File: config.mk
export PLATFORM = sky130hd
export DESIGN_NAME = bmwd_top
export DESIGN_NICKNAME = d
export VERILOG_FILES = /design/src/pkg/bmwd_pkg.sv /design/src/verilog/bmwd_range_cmp.sv /design/src/verilog/bmwd_top.sv
export SDC_FILE = /design/constraint.sdc
export NUM_CORES = 1
export LEC_CHECK = 0
export BUFFER_PORTS_ARGS = -buffer_cell sky130_fd_sc_hd__buf_2
export CAP_MARGIN = 40
export CORE_MARGIN = 1.5
export CORE_UTILIZATION = 50
export DETAILED_ROUTE_END_ITERATION = 8
export GPL_TIMING_DRIVEN = 0
export HOLD_SLACK_MARGIN = 0.1
export PLACE_DENSITY_LB_ADDON = 0.15
export SETUP_SLACK_MARGIN = 0.4
export SLEW_MARGIN = 20
export SYNTH_ARGS = -nofsm -noshare
export SYNTH_HDL_FRONTEND = slang
export SYNTH_SLANG_ARGS = --single-unit
File: constraint.sdc
create_clock -name I_CLK -period 9.1 [get_ports I_CLK]
set_clock_uncertainty 0.2 [all_clocks]
set_input_delay 1.365 -clock I_CLK [delete_from_list [all_inputs] [get_ports I_CLK]]
set_output_delay 1.365 -clock I_CLK [all_outputs]
set_load 0.1 [all_outputs]
File: src/pkg/bmwd_pkg.sv
// package: register map, field layout and types for the memory window decode
package bmwd_pkg;
	// register byte offsets
	localparam logic [7:0] MEM_WIN_OFS     = 8'h20;
	localparam logic [7:0] PF_WIN_OFS      = 8'h24;
	localparam logic [7:0] PF_BOT_HI_OFS   = 8'h28;
	localparam logic [7:0] PF_TOP_HI_OFS   = 8'h2C;
	localparam logic [7:0] CMP_CTRL_OFS    = 8'h40;
	localparam logic [7:0] CMP_STAT_OFS    = 8'h44;
	// field layout
	localparam int         FIELD_W         = 12;
	localparam int         ADDR_W          = 64;
	localparam int         OFS_W           = 8;
	localparam logic [3:0] ADDR64_IND      = 4'h1;
	localparam logic [3:0] LOW_NIBBLE_ZERO = 4'h0;
	localparam logic [19:0] LOW_ONES       = 20'hFFFFF;
	localparam logic [19:0] LOW_ZEROS      = 20'h00000;
	localparam logic [11:0] FIELD_RST      = 12'h000;
	localparam logic [31:0] WORD_RST       = 32'h00000000;
	localparam logic [31:0] UNMAPPED_DATA  = 32'h00000000;
	// forwarding enable and hit counter
	localparam logic        FWD_EN_RST     = 1'b1;
	localparam logic [15:0] CNT_RST        = 16'h0000;
	localparam logic [15:0] CNT_MAX        = 16'hFFFF;
	localparam logic [15:0] CNT_STEP       = 16'h0001;
	// decode request: address and whether it comes from the primary side
	typedef struct packed {
		logic        valid;
		logic        from_primary;
		logic [63:0] addr;
	} bmwd_req_s;
	// decode answer
	typedef struct packed {
		logic hit_mem;
		logic hit_pf;
		logic forward;
	} bmwd_res_s;
endpackage

File: src/verilog/bmwd_range_cmp.sv
// range comparator: inclusive bottom..top test on a 64-bit address
`timescale 1ns/10ps
`default_nettype none
module bmwd_range_cmp (
	input  wire logic [63:0] i_addr,
	input  wire logic [63:0] i_bottom,
	input  wire logic [63:0] i_top,
	output logic             o_hit
);
	// inclusive at both ends; empty when bottom is above top
	assign o_hit = (i_addr >= i_bottom) && (i_addr <= i_top);
endmodule
`default_nettype wire

File: src/verilog/bmwd_top.sv
// memory window registers, wishbone slave and forwarding decode
`timescale 1ns/10ps
`default_nettype none
module bmwd_top (
	input  wire logic                I_CLK,
	input  wire logic                I_SRST,
	input  wire logic                I_WB_CYC,
	input  wire logic                I_WB_STB,
	input  wire logic                I_WB_WE,
	input  wire logic [7:0]          I_WB_ADR,
	input  wire logic [3:0]          I_WB_SEL,
	input  wire logic [31:0]         I_WB_DAT,
	output logic      [31:0]         O_WB_DAT,
	output logic                     O_WB_ACK,
	input  wire bmwd_pkg::bmwd_req_s I_REQ,
	output bmwd_pkg::bmwd_res_s      O_RES
);
	// register state
	logic [11:0] mem_bot_reg;
	logic [11:0] mem_top_reg;
	logic [11:0] pf_bot_reg;
	logic [11:0] pf_top_reg;
	logic [31:0] pf_bot_hi_reg;
	logic [31:0] pf_top_hi_reg;
	logic        fwd_en_reg;
	logic [15:0] fwd_cnt_reg;
	logic        acc;
	logic        wr;
	logic [31:0] rd_next;
	logic [63:0] mem_bot;
	logic [63:0] mem_top;
	logic [63:0] pf_bot;
	logic [63:0] pf_top;
	logic        hit_mem;
	logic        hit_pf;
	logic [31:0] wmask;

	// one-cycle answer; ack drops the cycle after it is given
	assign acc = I_WB_CYC && I_WB_STB && !O_WB_ACK;
	assign wr  = acc && I_WB_WE;
	assign wmask = {{8{I_WB_SEL[3]}}, {8{I_WB_SEL[2]}}, {8{I_WB_SEL[1]}}, {8{I_WB_SEL[0]}}};

	// wishbone ack
	always_ff @(posedge I_CLK) begin
		if (I_SRST) begin
			O_WB_ACK <= 1'b0;
		end else begin
			O_WB_ACK <= acc;
		end
	end

	// memory window bottom and top fields; low nibbles never stored
	always_ff @(posedge I_CLK) begin
		if (I_SRST) begin
			mem_bot_reg <= bmwd_pkg::FIELD_RST;
			mem_top_reg <= bmwd_pkg::FIELD_RST;
		end else if (wr && I_WB_ADR == bmwd_pkg::MEM_WIN_OFS) begin
			if (I_WB_SEL[0]) mem_bot_reg[3:0]  <= I_WB_DAT[7:4];
			if (I_WB_SEL[1]) mem_bot_reg[11:4] <= I_WB_DAT[15:8];
			if (I_WB_SEL[2]) mem_top_reg[3:0]  <= I_WB_DAT[23:20];
			if (I_WB_SEL[3]) mem_top_reg[11:4] <= I_WB_DAT[31:24];
		end
	end

	// prefetch window fields; indicator nibbles are constants
	always_ff @(posedge I_CLK) begin
		if (I_SRST) begin
			pf_bot_reg <= bmwd_pkg::FIELD_RST;
			pf_top_reg <= bmwd_pkg::FIELD_RST;
		end else if (wr && I_WB_ADR == bmwd_pkg::PF_WIN_OFS) begin
			if (I_WB_SEL[0]) pf_bot_reg[3:0]  <= I_WB_DAT[7:4];
			if (I_WB_SEL[1]) pf_bot_reg[11:4] <= I_WB_DAT[15:8];
			if (I_WB_SEL[2]) pf_top_reg[3:0]  <= I_WB_DAT[23:20];
			if (I_WB_SEL[3]) pf_top_reg[11:4] <= I_WB_DAT[31:24];
		end
	end

	// upper address words, byte-lane writes
	always_ff @(posedge I_CLK) begin
		if (I_SRST) begin
			pf_bot_hi_reg <= bmwd_pkg::WORD_RST;
			pf_top_hi_reg <= bmwd_pkg::WORD_RST;
		end else begin
			if (wr && I_WB_ADR == bmwd_pkg::PF_BOT_HI_OFS) begin
				pf_bot_hi_reg <= (pf_bot_hi_reg & ~wmask) | (I_WB_DAT & wmask);
			end
			if (wr && I_WB_ADR == bmwd_pkg::PF_TOP_HI_OFS) begin
				pf_top_hi_reg <= (pf_top_hi_reg & ~wmask) | (I_WB_DAT & wmask);
			end
		end
	end

	// forwarding enable; on from reset so a programmed window works without a second write
	always_ff @(posedge I_CLK) begin
		if (I_SRST) begin
			fwd_en_reg <= bmwd_pkg::FWD_EN_RST;
		end else if (wr && I_WB_ADR == bmwd_pkg::CMP_CTRL_OFS && I_WB_SEL[0]) begin
			fwd_en_reg <= I_WB_DAT[0];
		end
	end

	// window-hit counter, counting only while forwarding is enabled; saturates so software never sees a wrap
	always_ff @(posedge I_CLK) begin
		if (I_SRST) begin
			fwd_cnt_reg <= bmwd_pkg::CNT_RST;
		end else if (wr && I_WB_ADR == bmwd_pkg::CMP_STAT_OFS) begin
			fwd_cnt_reg <= bmwd_pkg::CNT_RST;
		end else if (I_REQ.valid && (hit_mem || hit_pf) && fwd_en_reg && fwd_cnt_reg != bmwd_pkg::CNT_MAX) begin
			fwd_cnt_reg <= fwd_cnt_reg + bmwd_pkg::CNT_STEP;
		end
	end

	// read mux; unmapped offsets read zero but still ack
	always_comb begin
		rd_next = bmwd_pkg::UNMAPPED_DATA;
		unique case (I_WB_ADR)
			bmwd_pkg::MEM_WIN_OFS: rd_next = {mem_top_reg, bmwd_pkg::LOW_NIBBLE_ZERO,
				mem_bot_reg, bmwd_pkg::LOW_NIBBLE_ZERO};
			bmwd_pkg::PF_WIN_OFS: rd_next = {pf_top_reg, bmwd_pkg::ADDR64_IND,
				pf_bot_reg, bmwd_pkg::ADDR64_IND};
			bmwd_pkg::PF_BOT_HI_OFS: rd_next = pf_bot_hi_reg;
			bmwd_pkg::PF_TOP_HI_OFS: rd_next = pf_top_hi_reg;
			bmwd_pkg::CMP_CTRL_OFS: rd_next = {31'h00000000, fwd_en_reg};
			bmwd_pkg::CMP_STAT_OFS: rd_next = {16'h0000, fwd_cnt_reg};
			default: rd_next = bmwd_pkg::UNMAPPED_DATA;
		endcase
	end

	// read data register
	always_ff @(posedge I_CLK) begin
		if (I_SRST) begin
			O_WB_DAT <= bmwd_pkg::UNMAPPED_DATA;
		end else if (acc && !I_WB_WE) begin
			O_WB_DAT <= rd_next;
		end
	end

	// window bounds; memory window is 32-bit only
	assign mem_bot = {32'h00000000, mem_bot_reg, bmwd_pkg::LOW_ZEROS};
	assign mem_top = {32'h00000000, mem_top_reg, bmwd_pkg::LOW_ONES};
	assign pf_bot  = {pf_bot_hi_reg, pf_bot_reg, bmwd_pkg::LOW_ZEROS};
	assign pf_top  = {pf_top_hi_reg, pf_top_reg, bmwd_pkg::LOW_ONES};

	bmwd_range_cmp u_mem_cmp (
		.i_addr   (I_REQ.addr),
		.i_bottom (mem_bot),
		.i_top    (mem_top),
		.o_hit    (hit_mem)
	);

	bmwd_range_cmp u_pf_cmp (
		.i_addr   (I_REQ.addr),
		.i_bottom (pf_bot),
		.i_top    (pf_top),
		.o_hit    (hit_pf)
	);

	// registered decode: primary hits go downstream, secondary misses go upstream
	always_ff @(posedge I_CLK) begin
		if (I_SRST) begin
			O_RES <= '0;
		end else begin
			O_RES.hit_mem <= I_REQ.valid && hit_mem;
			O_RES.hit_pf  <= I_REQ.valid && hit_pf;
			O_RES.forward <= I_REQ.valid && fwd_en_reg &&
				(I_REQ.from_primary ? (hit_mem || hit_pf) : !(hit_mem || hit_pf));
		end
	end

	a_ack_one_cycle: assert property (@(posedge I_CLK) disable iff (I_SRST)
		O_WB_ACK |=> !O_WB_ACK) else $error("ack held two cycles");
	a_ack_follows_req: assert property (@(posedge I_CLK) disable iff (I_SRST)
		(I_WB_CYC && I_WB_STB && !O_WB_ACK) |=> O_WB_ACK) else $error("ack missing");
	a_mem_nibble_zero: assert property (@(posedge I_CLK) disable iff (I_SRST)
		(O_WB_ACK && !$past(I_WB_WE) && $past(I_WB_ADR) == bmwd_pkg::MEM_WIN_OFS)
		|-> (O_WB_DAT[19:16] == 4'h0 && O_WB_DAT[3:0] == 4'h0)) else $error("mem nibble nonzero");
	a_pf_ind_one: assert property (@(posedge I_CLK) disable iff (I_SRST)
		(O_WB_ACK && !$past(I_WB_WE) && $past(I_WB_ADR) == bmwd_pkg::PF_WIN_OFS)
		|-> (O_WB_DAT[19:16] == 4'h1 && O_WB_DAT[3:0] == 4'h1)) else $error("pf indicator wrong");
	a_mem_top_incl: assert property (@(posedge I_CLK) disable iff (I_SRST)
		(I_REQ.valid && I_REQ.addr == mem_top && mem_bot <= mem_top) |=> O_RES.hit_mem)
		else $error("mem top not inclusive");
	a_mem_above_top: assert property (@(posedge I_CLK) disable iff (I_SRST)
		(I_REQ.valid && I_REQ.addr > mem_top) |=> !O_RES.hit_mem) else $error("hit above mem top");
	a_pf_bottom_incl: assert property (@(posedge I_CLK) disable iff (I_SRST)
		(I_REQ.valid && I_REQ.addr == pf_bot && pf_bot <= pf_top) |=> O_RES.hit_pf)
		else $error("pf bottom not inclusive");
	a_pf_below_bot: assert property (@(posedge I_CLK) disable iff (I_SRST)
		(I_REQ.valid && I_REQ.addr < pf_bot) |=> !O_RES.hit_pf) else $error("hit below pf bottom");
	// reset values, checked the cycle after a reset edge so no history is needed; then no hit just below the memory bottom
	a_hi_bot_reset: assert property (@(posedge I_CLK)
		I_SRST |=> pf_bot_hi_reg == bmwd_pkg::WORD_RST) else $error("pf bottom high not reset");
	a_hi_top_reset: assert property (@(posedge I_CLK)
		I_SRST |=> pf_top_hi_reg == bmwd_pkg::WORD_RST) else $error("pf top high not reset");
	a_fwd_en_reset: assert property (@(posedge I_CLK)
		I_SRST |=> fwd_en_reg == bmwd_pkg::FWD_EN_RST) else $error("forward enable not reset");
	a_mem_bot_zero: assert property (@(posedge I_CLK) disable iff (I_SRST)
		(I_REQ.valid && mem_bot_reg != 12'h000 && I_REQ.addr == mem_bot - 64'h1) |=> !O_RES.hit_mem)
		else $error("hit below mem bottom");

	// prefetch top edge, 32-bit memory window, idle answer and counter clear
	a_pf_top_incl: assert property (@(posedge I_CLK) disable iff (I_SRST)
		(I_REQ.valid && I_REQ.addr == pf_top && pf_bot <= pf_top) |=> O_RES.hit_pf)
		else $error("pf top not inclusive");
	a_mem_hi_miss: assert property (@(posedge I_CLK) disable iff (I_SRST)
		(I_REQ.valid && I_REQ.addr[63:32] != 32'h00000000) |=> !O_RES.hit_mem)
		else $error("mem hit with upper address set");
	a_res_idle_zero: assert property (@(posedge I_CLK) disable iff (I_SRST)
		!I_REQ.valid |=> (O_RES == 3'h0)) else $error("decode answer without request");
	a_fwd_off_quiet: assert property (@(posedge I_CLK) disable iff (I_SRST)
		!fwd_en_reg |=> !O_RES.forward) else $error("forward while disabled");
	a_cnt_clear_wins: assert property (@(posedge I_CLK) disable iff (I_SRST)
		(wr && I_WB_ADR == bmwd_pkg::CMP_STAT_OFS) |=> (fwd_cnt_reg == bmwd_pkg::CNT_RST))
		else $error("count not cleared");
endmodule
`default_nettype wire

---- Word level (Yosys, flattened, before mapping) ----
Cells that the tools add are included.
cells by class
  $add $sub $neg .......................... 1
  $lt $le $gt $ge ......................... 4
  equal/unequal tests ..................... 7
  multiplexer cells ....................... 2
  bitwise gates (word level) .............. 6
  reductions and logical operators ........ 33
operators with widths
  kind                                                              count
  32-bit one-hot mux with 6 select lines                            1
  32-bit bitwise AND                                                3
  64-bit by 32-bit >= comparator with 1-bit output                  1
  64-bit >= comparator                                              1
  64-bit by 32-bit <= comparator with 1-bit output                  1
  64-bit <= comparator                                              1
  32-bit OR                                                         2
  8-bit by 6-bit == test with 1-bit output (second input constant)  4
  32-bit NOT                                                        1
  1-bit logical AND                                                 20
  16-bit by 1-bit adder with 16-bit output (second input constant)  1
  8-bit by 7-bit == test with 1-bit output (second input constant)  2
  16-bit != test (second input constant)                            1
  2-bit AND reduction                                               8
  1-bit logical NOT                                                 3
  2-bit OR reduction                                                1
  1-bit logical OR                                                  1
  1-bit 2-to-1 mux                                                  1
storage, ports and cells
  bits in registers ....................... 165
  input port bits ......................... 115
  word-level logic and storage cells ...... 70

---- Depth between registers and ports, before layout ----
Gate-level depths: netlist of run 1.
  depth after elaboration ................. 6
  mapped depth ............................ 12
  gate-level depth less buffers ........... 11

---- Cells and area by module ----
From an unflattened synthesis of run 1, not the netlist that was laid out.
second synthesis, totals
  cells, all modules ...................... 1691
  area total of the unflattened synthesis .. 13681.9 µm²
by module, submodules not included
  module                       times used  cells an instance  area each (µm²)  seq. area each (µm²)
  bmwd_top                     1           795                7320.8           3303.2
  bmwd_range_cmp at u_pf_cmp   1           445                3193.1           0.0
  bmwd_range_cmp at u_mem_cmp  1           451                3168.0           0.0

---- Worst setup path before layout of run 1 ----
No wires, ideal clock.
  path type ............................... input to register
  start ................................... input I_REQ[41] (netlist bit)
  end ..................................... register fwd_cnt_reg[13]
  library setup time ...................... 0.070 ns
  data arrival time ....................... 3.600 ns
  data required time ...................... 8.830 ns
  setup slack ............................. 5.230 ns
  stages on the path ...................... 10
  path through ............................ ha_1 > a21o_1 > a21o_1 > a221oi_1 > nor3_1 > a221oi_1 > a211oi_2 > or2_4 > or4_1 > a21oi_1
on the way
  cells in the longest elaborated chain, start to end .. 6
RTL lines
  element                                                                         RTL line              text
  start: declaration                                                              bmwd_top.sv:15        input wire bmwd_pkg::bmwd_req_s I_REQ,
  64-bit by 32-bit >= comparator with 1-bit output, or another cell as far along  bmwd_range_cmp.sv:11  assign o_hit = (i_addr >= i_bottom) && (i_addr <= i_top);
  1-bit logical AND                                                               bmwd_range_cmp.sv:11
  1-bit logical OR *                                                              bmwd_top.sv:108       end else if (I_REQ.valid && (hit_mem || hit_pf) && fwd_en_reg && fwd_cnt_reg != bmwd_pkg::CNT_MAX) begin
  1-bit logical AND * (3 in series)                                               bmwd_top.sv:108
  end signal: assignment                                                          bmwd_top.sv:105       fwd_cnt_reg <= bmwd_pkg::CNT_RST;
  end signal: assignment                                                          bmwd_top.sv:107       fwd_cnt_reg <= bmwd_pkg::CNT_RST;
  end signal: assignment                                                          bmwd_top.sv:109       fwd_cnt_reg <= fwd_cnt_reg + bmwd_pkg::CNT_STEP;
  end: declaration                                                                bmwd_top.sv:26        logic [15:0] fwd_cnt_reg;
Mark *: on every way between the ends. The rest lies on a longest branch, timed or not.
A chain may end at the register's enable or synchronous reset.

---- Worst setup path after layout of run 1 ----
  start ................................... input I_REQ[21] (netlist bit)
  end ..................................... register fwd_cnt_reg[13]
The elaborated chain is that of the path after synthesis.

==> flow_summary.json, run 1 <==
{
  "cts_tree": "yes",
  "fp-row-count": 51,
  "drt_iter0_drc": 735,
  "critPathCaptureType": "flop",
  "portBuffers": 148,
  "syn_inst": 1132,
  "clk_pin_slew_ns": 0.07,
  "layout.nets": 1532,
  "drt-pass1-iter-count": 7,
  "synth_flop_cell": "dfxtp_1",
  "wl_microns": 31600,
  "powerDensity_nw_per_um2": 140,
  "grt_use_total_pct": 30.8,
  "io_pins": 151,
  "ir_worst_vdd_mv": 0.139,
  "synth-edff-count": 0,
  "pre_cts_slack_ns": 4.30,
  "critPathLaunchType": "primary input",
  "wl_per_cell_microns": 20.0,
  "cts_buffer_depth": 2,
  "synth_xor_area_share_pct": 0.352,
  "reg2reg_depth": 11,
  "yosysSeqAreaShare_pct": 33.1,
  "maxCapViolations": 0,
  "first_global_vias": 8296,
  "synth-compound-area-share_pct": 14.0,
  "finalSetupViolCount": 0,
  "hold_viol": 0,
  "grt_max_degree": 17,
  "postCtsHoldBufs": 0,
  "rsz0062_at_grt": "no",
  "synthMuxAreaShare_pct": 15.5,
  "period_minus_slack_ns": 4.52,
  "synthSimpleGateAreaFrac_pct": 16.8,
  "slew-limit-headroom_pct": 38.5,
  "fillers": 1790,
  "die-height_microns": 144,
  "final_max_slew_viol_count": 0,
  "power_leakage_nw": 4.62,
  "cts_buffers": 17,
  "post_cts_buffers": 0,
  "period_share_pct": 49.7,
  "fmax_mhz": 221,
  "grt_antenna_before_repair": 0,
  "cts_resized": 0,
  "root_buffer": "clkbuf_16",
  "tightest_slew_ns": 0.915,
  "synth_area_sq_um": 9970,
  "worst_slack_ns": 4.58,
  "worstPathMaxFanout": 4,
  "die_w_microns": 144,
  "insertedDiodeCount": 0,
  "area_growth_pct": 17.0,
  "synth-seq-cells": 165,
  "grt_overflow_total": 0,
  "dp_hpwl_microns": 25200,
  "avgViaCountPerCell": 5.83,
  "syn-num-nets": 1360,
  "multi_input_area_sq_um": 6060,
  "regArea_sq_um": 3300,
  "synth_area_per_cell_sq_um": 8.80,
  "crit_type": "in -> reg",
  "synth_warnings": 0,
  "synth_cell_types": 58,
  "synth_fa_ha_area_share_pct": 14.2,
  "vias": 9211,
  "die-area_sq_um": 20800,
  "min_path_cells": 2,
  "worstPathRequired_ns": 9.27,
  "synth_top_family_by_area": "simple AND/OR/NAND/NOR gates",
  "critPathArrivalTime_ns": 4.69,
  "core_area_sq_um": 19500,
  "async_reset_ff_share_pct": 0,
  "drc": 0,
  "initial_utilization_pct": 51.0,
  "clkSinkCount": 165,
  "status": "finished clean",
  "layout-drive-gt1-share_pct": 17.6,
  "h-tree-depth": 4,
  "grt_pass1_wl_microns": 47400,
  "hp-class": "reg -> reg",
  "ant_nets": 0,
  "tns_ns": 0,
  "gp_congestion": 0.911,
  "clk_latency_ns": 0.43
}
-- synthesized netlist by cell type (all sizes together), types with 2 or more instances --
cell type | number | share of area [%]
a211oi | 9 | 0.73
a21o | 19 | 1.5
a21oi | 60 | 3.1
a221oi | 5 | 0.44
a22o | 22 | 1.9
a22oi | 34 | 2.6
a31o | 4 | 0.35
a31oi | 4 | 0.25
a41o | 2 | 0.20
and2 | 4 | 0.25
and3 | 7 | 0.49
and4 | 3 | 0.26
buf | 6 | 0.25
clkbuf | 34 | 1.3
dfxtp | 165 | 33
ha | 113 | 14
inv | 116 | 4.4
mux2i | 119 | 12
mux4 | 15 | 3.4
nand2 | 55 | 2.1
nand2b | 11 | 0.69
nand3 | 14 | 0.70
nand3b | 4 | 0.30
nand4 | 35 | 2.2
nor2 | 179 | 7.0
nor3 | 8 | 0.40
nor3b | 2 | 0.15
nor4 | 19 | 1.3
o21ai | 24 | 1.2
o22ai | 12 | 0.75
or2 | 3 | 0.21
or3 | 3 | 0.20
or4 | 6 | 0.49
xnor2 | 3 | 0.26
-- critical path: stages --
cell and delay (ns):
buf_2 0.15, ha_1 0.32, a21oi_1 0.16, o21ai_0 0.12, a221oi_1 0.29, o21ai_0 0.27
a221oi_1 0.78, a211oi_2 0.26, or2_4 0.32, or4_1 0.50, a21oi_1 0.14
-- logic make-up after synthesis --
group	Yosys count
and+or+nand+nor	354
AOI/OAI and AO/OA	204
DFF	165
buffers and inverters	157
muxes	135
adders and majority gates	113
xor gates and xnor gates	4
-- placed cells by master (no fill, tap or decap), drive strengths merged, types with 2 or more instances in the layout --
cell	instances
nor2	179
dfxtp	165
buf	159
mux2i	119
inv	116
ha	113
a21oi	60
nand2	55
clkbuf	54
nand4	35
a22oi	34
o21ai	24
a22o	22
nor4	19
a21o	19
mux4	15
nand3	14
o22ai	12
nand2b	11
a211oi	9
nor3	8
and3	7
or4	6
a221oi	5
nand3b	4
and2	4
a31oi	4
a31o	4
clkinv	4
and4	3
xnor2	3
clkinvlp	3
bufinv	3
or3	3
or2	3
a41o	2
nor3b	2
-- final timing paths --
| path | start | endpoint | slack [ns] |
|---|---|---|---|
| max | I_REQ[21] | fwd_cnt_reg[13] | 4.58 |
| min | O_WB_DAT[2] | O_WB_DAT[2] | 0.26 |
| max reg2reg | pf_top_reg[1] | fwd_cnt_reg[13] | 5.21 |
| min reg2reg | O_WB_DAT[2] | O_WB_DAT[2] | 0.26 |
-- per-stage QoR --
step | hold slack [ns] | total power [mW] | cells | utilization (%) | cell area (sq um)
after floorplan | 0.255 | 0.828 | 1132 | - | 9970
after detailed placement | 0.256 | 0.906 | 1548 | 56.6 | 11100
after global routing | 0.293 | 1.68 | 1580 | 59.7 | 11700
final | 0.264 | 1.63 | 1580 | 59.7 | 11700
after global placement | 0.248 | 0.903 | 1545 | 56.5 | 11000
after CTS | 0.264 | 1.63 | 1578 | 59.6 | 11600
-- report_power, final --
group / total (mW) / switching [mW] / leakage (nW) / internal, mW
sequential: 0.724 / 0.000844 / 1.33 / 0.723
clock: 0.733 / 0.299 / 0.278 / 0.434
combinational: 0.171 / 0.108 / 3.01 / 0.0626
-- layout make-up --
type / instances / area share (%)
Buffer: 41 / 1.45
Clock buffer: 20 / 3.83
Clock inverter: 10 / 1.14
Inverter: 116 / 3.74
Multi-Input combinational cell: 810 / 52.0
Sequential cell: 165 / 28.3
Tap cell: 265 / 2.84
Timing Repair Buffer: 153 / 6.70
-- per-layer routing --
layer,share of wire (%),vias to the layer above,wire length (microns),GRT usage (%)
met5,0,-,0,0
met4,1.9,0,606,8.98
met3,9.5,49,2990,4.50
met2,43,466,13600,46.8
met1,45,4298,14400,45.1
li1,-,4398,-,-
No activity file was read; power rests on OpenSTA's default activity.
==> run 2, diff against run 1 <==
==> constraint.sdc (replaced) <==
create_clock -name I_CLK -period 3.79 [get_ports I_CLK]
set_clock_uncertainty 0.2 [all_clocks]
set_input_delay 0.5685 -clock I_CLK [delete_from_list [all_inputs] [get_ports I_CLK]]
set_output_delay 0.5685 -clock I_CLK [all_outputs]
set_load 0.1 [all_outputs]
==> flow_summary.json, run 2 (synthesis gave the netlist of run 1 again) <==
{
  "status": "finished clean",
  "maxCapViolations": 0,
  "fp-row-count": 51,
  "vias": 9170,
  "root_buffer": "clkbuf_16",
  "power.internal_mw": 2.93,
  "cts_buffers": 17,
  "critPathCaptureType": "flop",
  "die_w_microns": 144,
  "die-area_sq_um": 20800,
  "drt_iter0_drc": 866,
  "postCtsHoldBufs": 0,
  "powerDensity_nw_per_um2": 333,
  "grt_overflow_total": 0,
  "p_clk_share_pct": 44.9,
  "area_growth_pct": 17.7,
  "slew-limit-headroom_pct": 44.7,
  "drt-pass1-iter-count": 5,
  "die-height_microns": 144,
  "cts_tree": "yes",
  "p_sw_share_pct": 25.1,
  "clk_latency_ns": 0.44,
  "grt_max_degree": 17,
  "post_dp_cell_area_sq_um": 11100,
  "first_global_vias": 8302,
  "period_minus_slack_ns": 3.28,
  "ant_nets": 0,
  "wl_per_cell_microns": 20.0,
  "pwr-share-seq_pct": 44.4,
  "worstPathMaxFanout": 4,
  "power_leakage_nw": 4.63,
  "avgViaCountPerCell": 5.80,
  "initial_utilization_pct": 51.0,
  "layout_common_cells": "nor2_1, dfxtp_1, buf_2, mux2i_1, inv_1",
  "pwr-share-comb_pct": 10.6,
  "rsz0062_at_grt": "no",
  "portBuffers": 148,
  "ir_worst_vdd_mv": 0.337,
  "grt_antenna_before_repair": 0,
  "cts_buffer_depth": 2,
  "hp-class": "in -> reg",
  "hold_ws_ns": 0.182,
  "period_share_pct": 86.6,
  "crit_type": "reg -> reg",
  "stdcell_area_sq_um": 11700,
  "fillers": 1779,
  "clk_pin_slew_ns": 0.07,
  "core_area_sq_um": 19500,
  "finalSetupViolCount": 0,
  "layout_commonest_cell": "nor2_1",
  "switchingPower_uw": 983,
  "dp_hpwl_microns": 25200,
  "tns_ns": 0,
  "grt_use_total_pct": 30.8,
  "clkSinkCount": 165,
  "hold_viol": 0,
  "worstPathRequired_ns": 3.96,
  "wl_microns": 31600,
  "layout.nets": 1533,
  "io_pins": 151,
  "insertedDiodeCount": 0,
  "grt_pass1_wl_microns": 47400,
  "tightest_slew_ns": 0.829,
  "final_max_slew_viol_count": 0,
  "drc": 0,
  "fmax_mhz": 305,
  "layout-drive-gt1-share_pct": 18.3,
  "critPathArrivalTime_ns": 3.45,
  "critPathLaunchType": "flop",
  "gp_congestion": 0.911,
  "h-tree-depth": 4
}
==> run 2: critical path, cell delays in order, from the launching register on <==
cell and delay, ns:
dfxtp_1 0.38, inv_1 0.06, ha_1 0.29, nand4_1 0.12, nor2_1 0.30, nand2_1 0.16, nor4_2 0.42, a221oi_4 0.15
and3_4 0.25, or2_4 0.24, or4_1 0.50, a21oi_1 0.14
==> run 2: per-stage QoR <==
| step | worst slack, ns | cells | power (mW) | util (%) |
|---|---|---|---|---|
| floorplan | 0.717 | 1132 | 1.99 | - |
| global placement | -0.156 | 1545 | 2.17 | 56.5 |
| detailed placement | -0.216 | 1548 | 2.18 | 56.6 |
| CTS | 0.406 | 1579 | 3.91 | 59.7 |
| global route | 0.415 | 1581 | 4.03 | 60.1 |
| finish | 0.509 | 1581 | 3.91 | 60.1 |
==> run 2: final cells by class <==
| class | instances | area [sq um] | area share [%] |
|---|---|---|---|
| clock inverters | 10 | 133 | 1.13 |
| repair buffers | 154 | 788 | 6.72 |
| multi-input cells | 810 | 6120 | 52.2 |
| well taps | 265 | 332 | 2.83 |
| plain buffers | 41 | 171 | 1.46 |
| clock buffers | 20 | 447 | 3.81 |
| inverters | 116 | 435 | 3.71 |
| flip-flops and latches | 165 | 3300 | 28.2 |
==> run 2: power by group through the flow <==
stage	clock [mW]	combinational [mW]	sequential (mW)
floorplan	0	0.202	1.79
CTS	1.77	0.402	1.74
detailed placement	0	0.399	1.78
global route	1.84	0.454	1.74
global placement	0	0.392	1.78
finish	1.76	0.416	1.74
==> run 2: repair_timing <==
item,CTS,global route
pin swaps,1,1
gates resized for setup,2,11
buffers inserted,1,0
endpoints found under the setup margin,15,16
==> run 2: routing by layer <==
metal | up-vias | wire length, microns | global-route usage [%] | share of wire, %
li1 | 4390 | - | - | -
met1 | 4322 | 14700 | 45.1 | 46
met2 | 410 | 13600 | 46.7 | 43
met3 | 48 | 2600 | 4.50 | 8.2
met4 | 0 | 671 | 9.30 | 2.1
met5 | - | 0 | 0 | 0
==> run 2: final timing paths <==
kind	from	endpoint	slack [ns]	cells after the start
worst max-delay path	flop	fwd_cnt_reg[13]	0.51	11
worst min-delay path	I_WB_DAT[1]	flop	0.18	3
worst min register to register	O_WB_DAT[2]	O_WB_DAT[2]	0.26	2
worst max register to register	flop	fwd_cnt_reg[13]	0.51	11
==> run 3, diff against run 2 <==
--- a/config.mk
+++ b/config.mk
@@ -8,7 +8,7 @@
 export BUFFER_PORTS_ARGS = -buffer_cell sky130_fd_sc_hd__buf_2
 export CAP_MARGIN = 40
 export CORE_MARGIN = 1.5
-export CORE_UTILIZATION = 50
+export CORE_UTILIZATION = 52
 export DETAILED_ROUTE_END_ITERATION = 8
 export GPL_TIMING_DRIVEN = 0
 export HOLD_SLACK_MARGIN = 0.1
==> flow_summary.json, run 3 (synthesis gave the netlist of run 1 again) <==
{
  "path_delay_family": "compound AO/OA/AOI/OAI gates",
  "vias": 9190,
  "period_share_pct": 86.8,
  "fp-row-count": 50,
  "die-height_microns": 141,
  "cts_buffers": 17,
  "finalSetupViolCount": 0,
  "hold_viol": 0,
  "period_minus_slack_ns": 3.29,
  "grt_max_degree": 17,
  "portBuffers": 148,
  "rsz0062_at_grt": "no",
  "die_w_microns": 141,
  "h-tree-depth": 4,
  "avgViaCountPerCell": 5.92,
  "grt_antenna_before_repair": 0,
  "fmax_mhz": 304,
  "root_buffer": "clkbuf_16",
  "critPathLaunchType": "flop",
  "core_area_sq_um": 18800,
  "die-area_sq_um": 20000,
  "powerDensity_nw_per_um2": 338,
  "drc": 0,
  "final_core_util_pct": 62.5,
  "layout_commonest_cell": "nor2_1",
  "insertedDiodeCount": 0,
  "first_global_vias": 8452,
  "post_dp_cell_area_sq_um": 11000,
  "initial_utilization_pct": 53.1,
  "min_from": "I_WB_DAT[19]",
  "critPathCaptureType": "flop",
  "gp_congestion": 0.934,
  "io_pins": 151,
  "worstPathMaxFanout": 10,
  "worstPathRequired_ns": 3.95,
  "slew-limit-headroom_pct": 44.8,
  "tns_ns": 0,
  "grt_overflow_total": 0,
  "ir_worst_vdd_mv": 0.315,
  "area_growth_pct": 17.6,
  "dp_hpwl_microns": 24500,
  "fillers": 1654,
  "power_leakage_nw": 4.64,
  "cp-startpoint": "pf_bot_reg[10]",
  "wl_per_cell_microns": 20.0,
  "layout.nets": 1533,
  "critPathArrivalTime_ns": 3.45,
  "grt_pass1_wl_microns": 46800,
  "postCtsHoldBufs": 0,
  "maxCapViolations": 0,
  "r2r_start": "pf_bot_reg[10]",
  "clkSinkCount": 165,
  "crit_chain": "inv_1 > ha_1 > a21oi_1 > nand2_1 > a221oi_1 > nand3_1 > a221oi_2 > and3_4 > nor3_1 > buf_2 > a21bo_2 > a21oi_1",
  "layout_common_cells": "nor2_1, dfxtp_1, buf_2, mux2i_1, inv_1",
  "grt_use_total_pct": 31.2,
  "crit_type": "reg -> reg",
  "layout-drive-gt1-share_pct": 18.5,
  "drt_iter0_drc": 902,
  "cpPeakStageDelay_ns": 0.54,
  "wl_microns": 31000,
  "crit_slowest_cell": "a221oi_2",
  "cts_buffer_depth": 2,
  "ant_nets": 0,
  "drt-pass1-iter-count": 6,
  "final_max_slew_viol_count": 0,
  "status": "finished clean",
  "clk_latency_ns": 0.43,
  "hp-class": "in -> reg",
  "worst-path-buf-inv": 2,
  "cp_common_cell": "a21oi_1",
  "stdcell_area_sq_um": 11700,
  "tightest_slew_ns": 0.827,
  "cts_tree": "yes",
  "pre_cts_slack_ns": -0.253,
  "clk_pin_slew_ns": 0.07,
  "hold_ws_ns": 0.182,
  "worst_slack_ns": 0.499
}
run 3: cell count changes in the layout (fill, tap and decap cells not counted), sizes merged:
cell | before | now
clkinv | 4 | 2
inv | 116 | 117
clkbuf | 55 | 56
buf | 159 | 160
clkinvlp | 3 | 4
run 3: area by class of cell:
| class | count | area [sq um] | share of cell area [%] |
|---|---|---|---|
| Clock buffer | 22 | 464 | 3.96 |
| Tap cell | 234 | 293 | 2.50 |
| Sequential cell | 165 | 3300 | 28.2 |
| Timing Repair Buffer | 154 | 788 | 6.72 |
| Buffer | 41 | 169 | 1.44 |
| Multi-Input combinational cell | 810 | 6120 | 52.2 |
| Inverter | 116 | 435 | 3.71 |
| Clock inverter | 10 | 146 | 1.25 |
run 3: final timing paths:
| kind | endpoint | slack [ns] | cells past startpoint |
|---|---|---|---|
| max reg2reg | fwd_cnt_reg[11] | 0.50 | 12 |
| min | flop | 0.18 | 3 |
| min reg2reg | O_WB_DAT[2] | 0.25 | 2 |
| max | fwd_cnt_reg[11] | 0.50 | 12 |
run 3: per-stage QoR:
stage	std cells	total power, mW
finish	1552	3.97
global route	1552	4.09
CTS	1551	3.96
detailed placement	1518	2.18
global placement	1514	2.17
floorplan	1132	1.99
run 3: metal layers:
| metal | up-vias | part of all wire [%] | GRT usage [%] |
|---|---|---|---|
| met5 | - | 0 | 0 |
| met2 | 409 | 43 | 46.9 |
| met3 | 61 | 10 | 6.68 |
| met4 | 0 | 2.9 | 12.0 |
| li1 | 4398 | - | - |
| met1 | 4322 | 44 | 44.0 |
run 3: tightest hold or removal path: stages:
cell and delay (ns):
buf_2 0.09, mux2i_1 0.06, nor2_1 0.07
run 3: power by group:
group | leakage, nW | total [mW] | internal (mW) | switching, mW
clock | 0.283 | 1.81 | 1.08 | 0.733
combinational | 3.03 | 0.419 | 0.153 | 0.266
sequential | 1.33 | 1.74 | 1.74 | 0.00191
run 3: timing repair:
action / in CTS / in global routing
buffers inserted: 1 / 0
resized for setup: 2 / 12
endpoints found under the setup margin: 16 / 21
pin swaps: 1 / 1
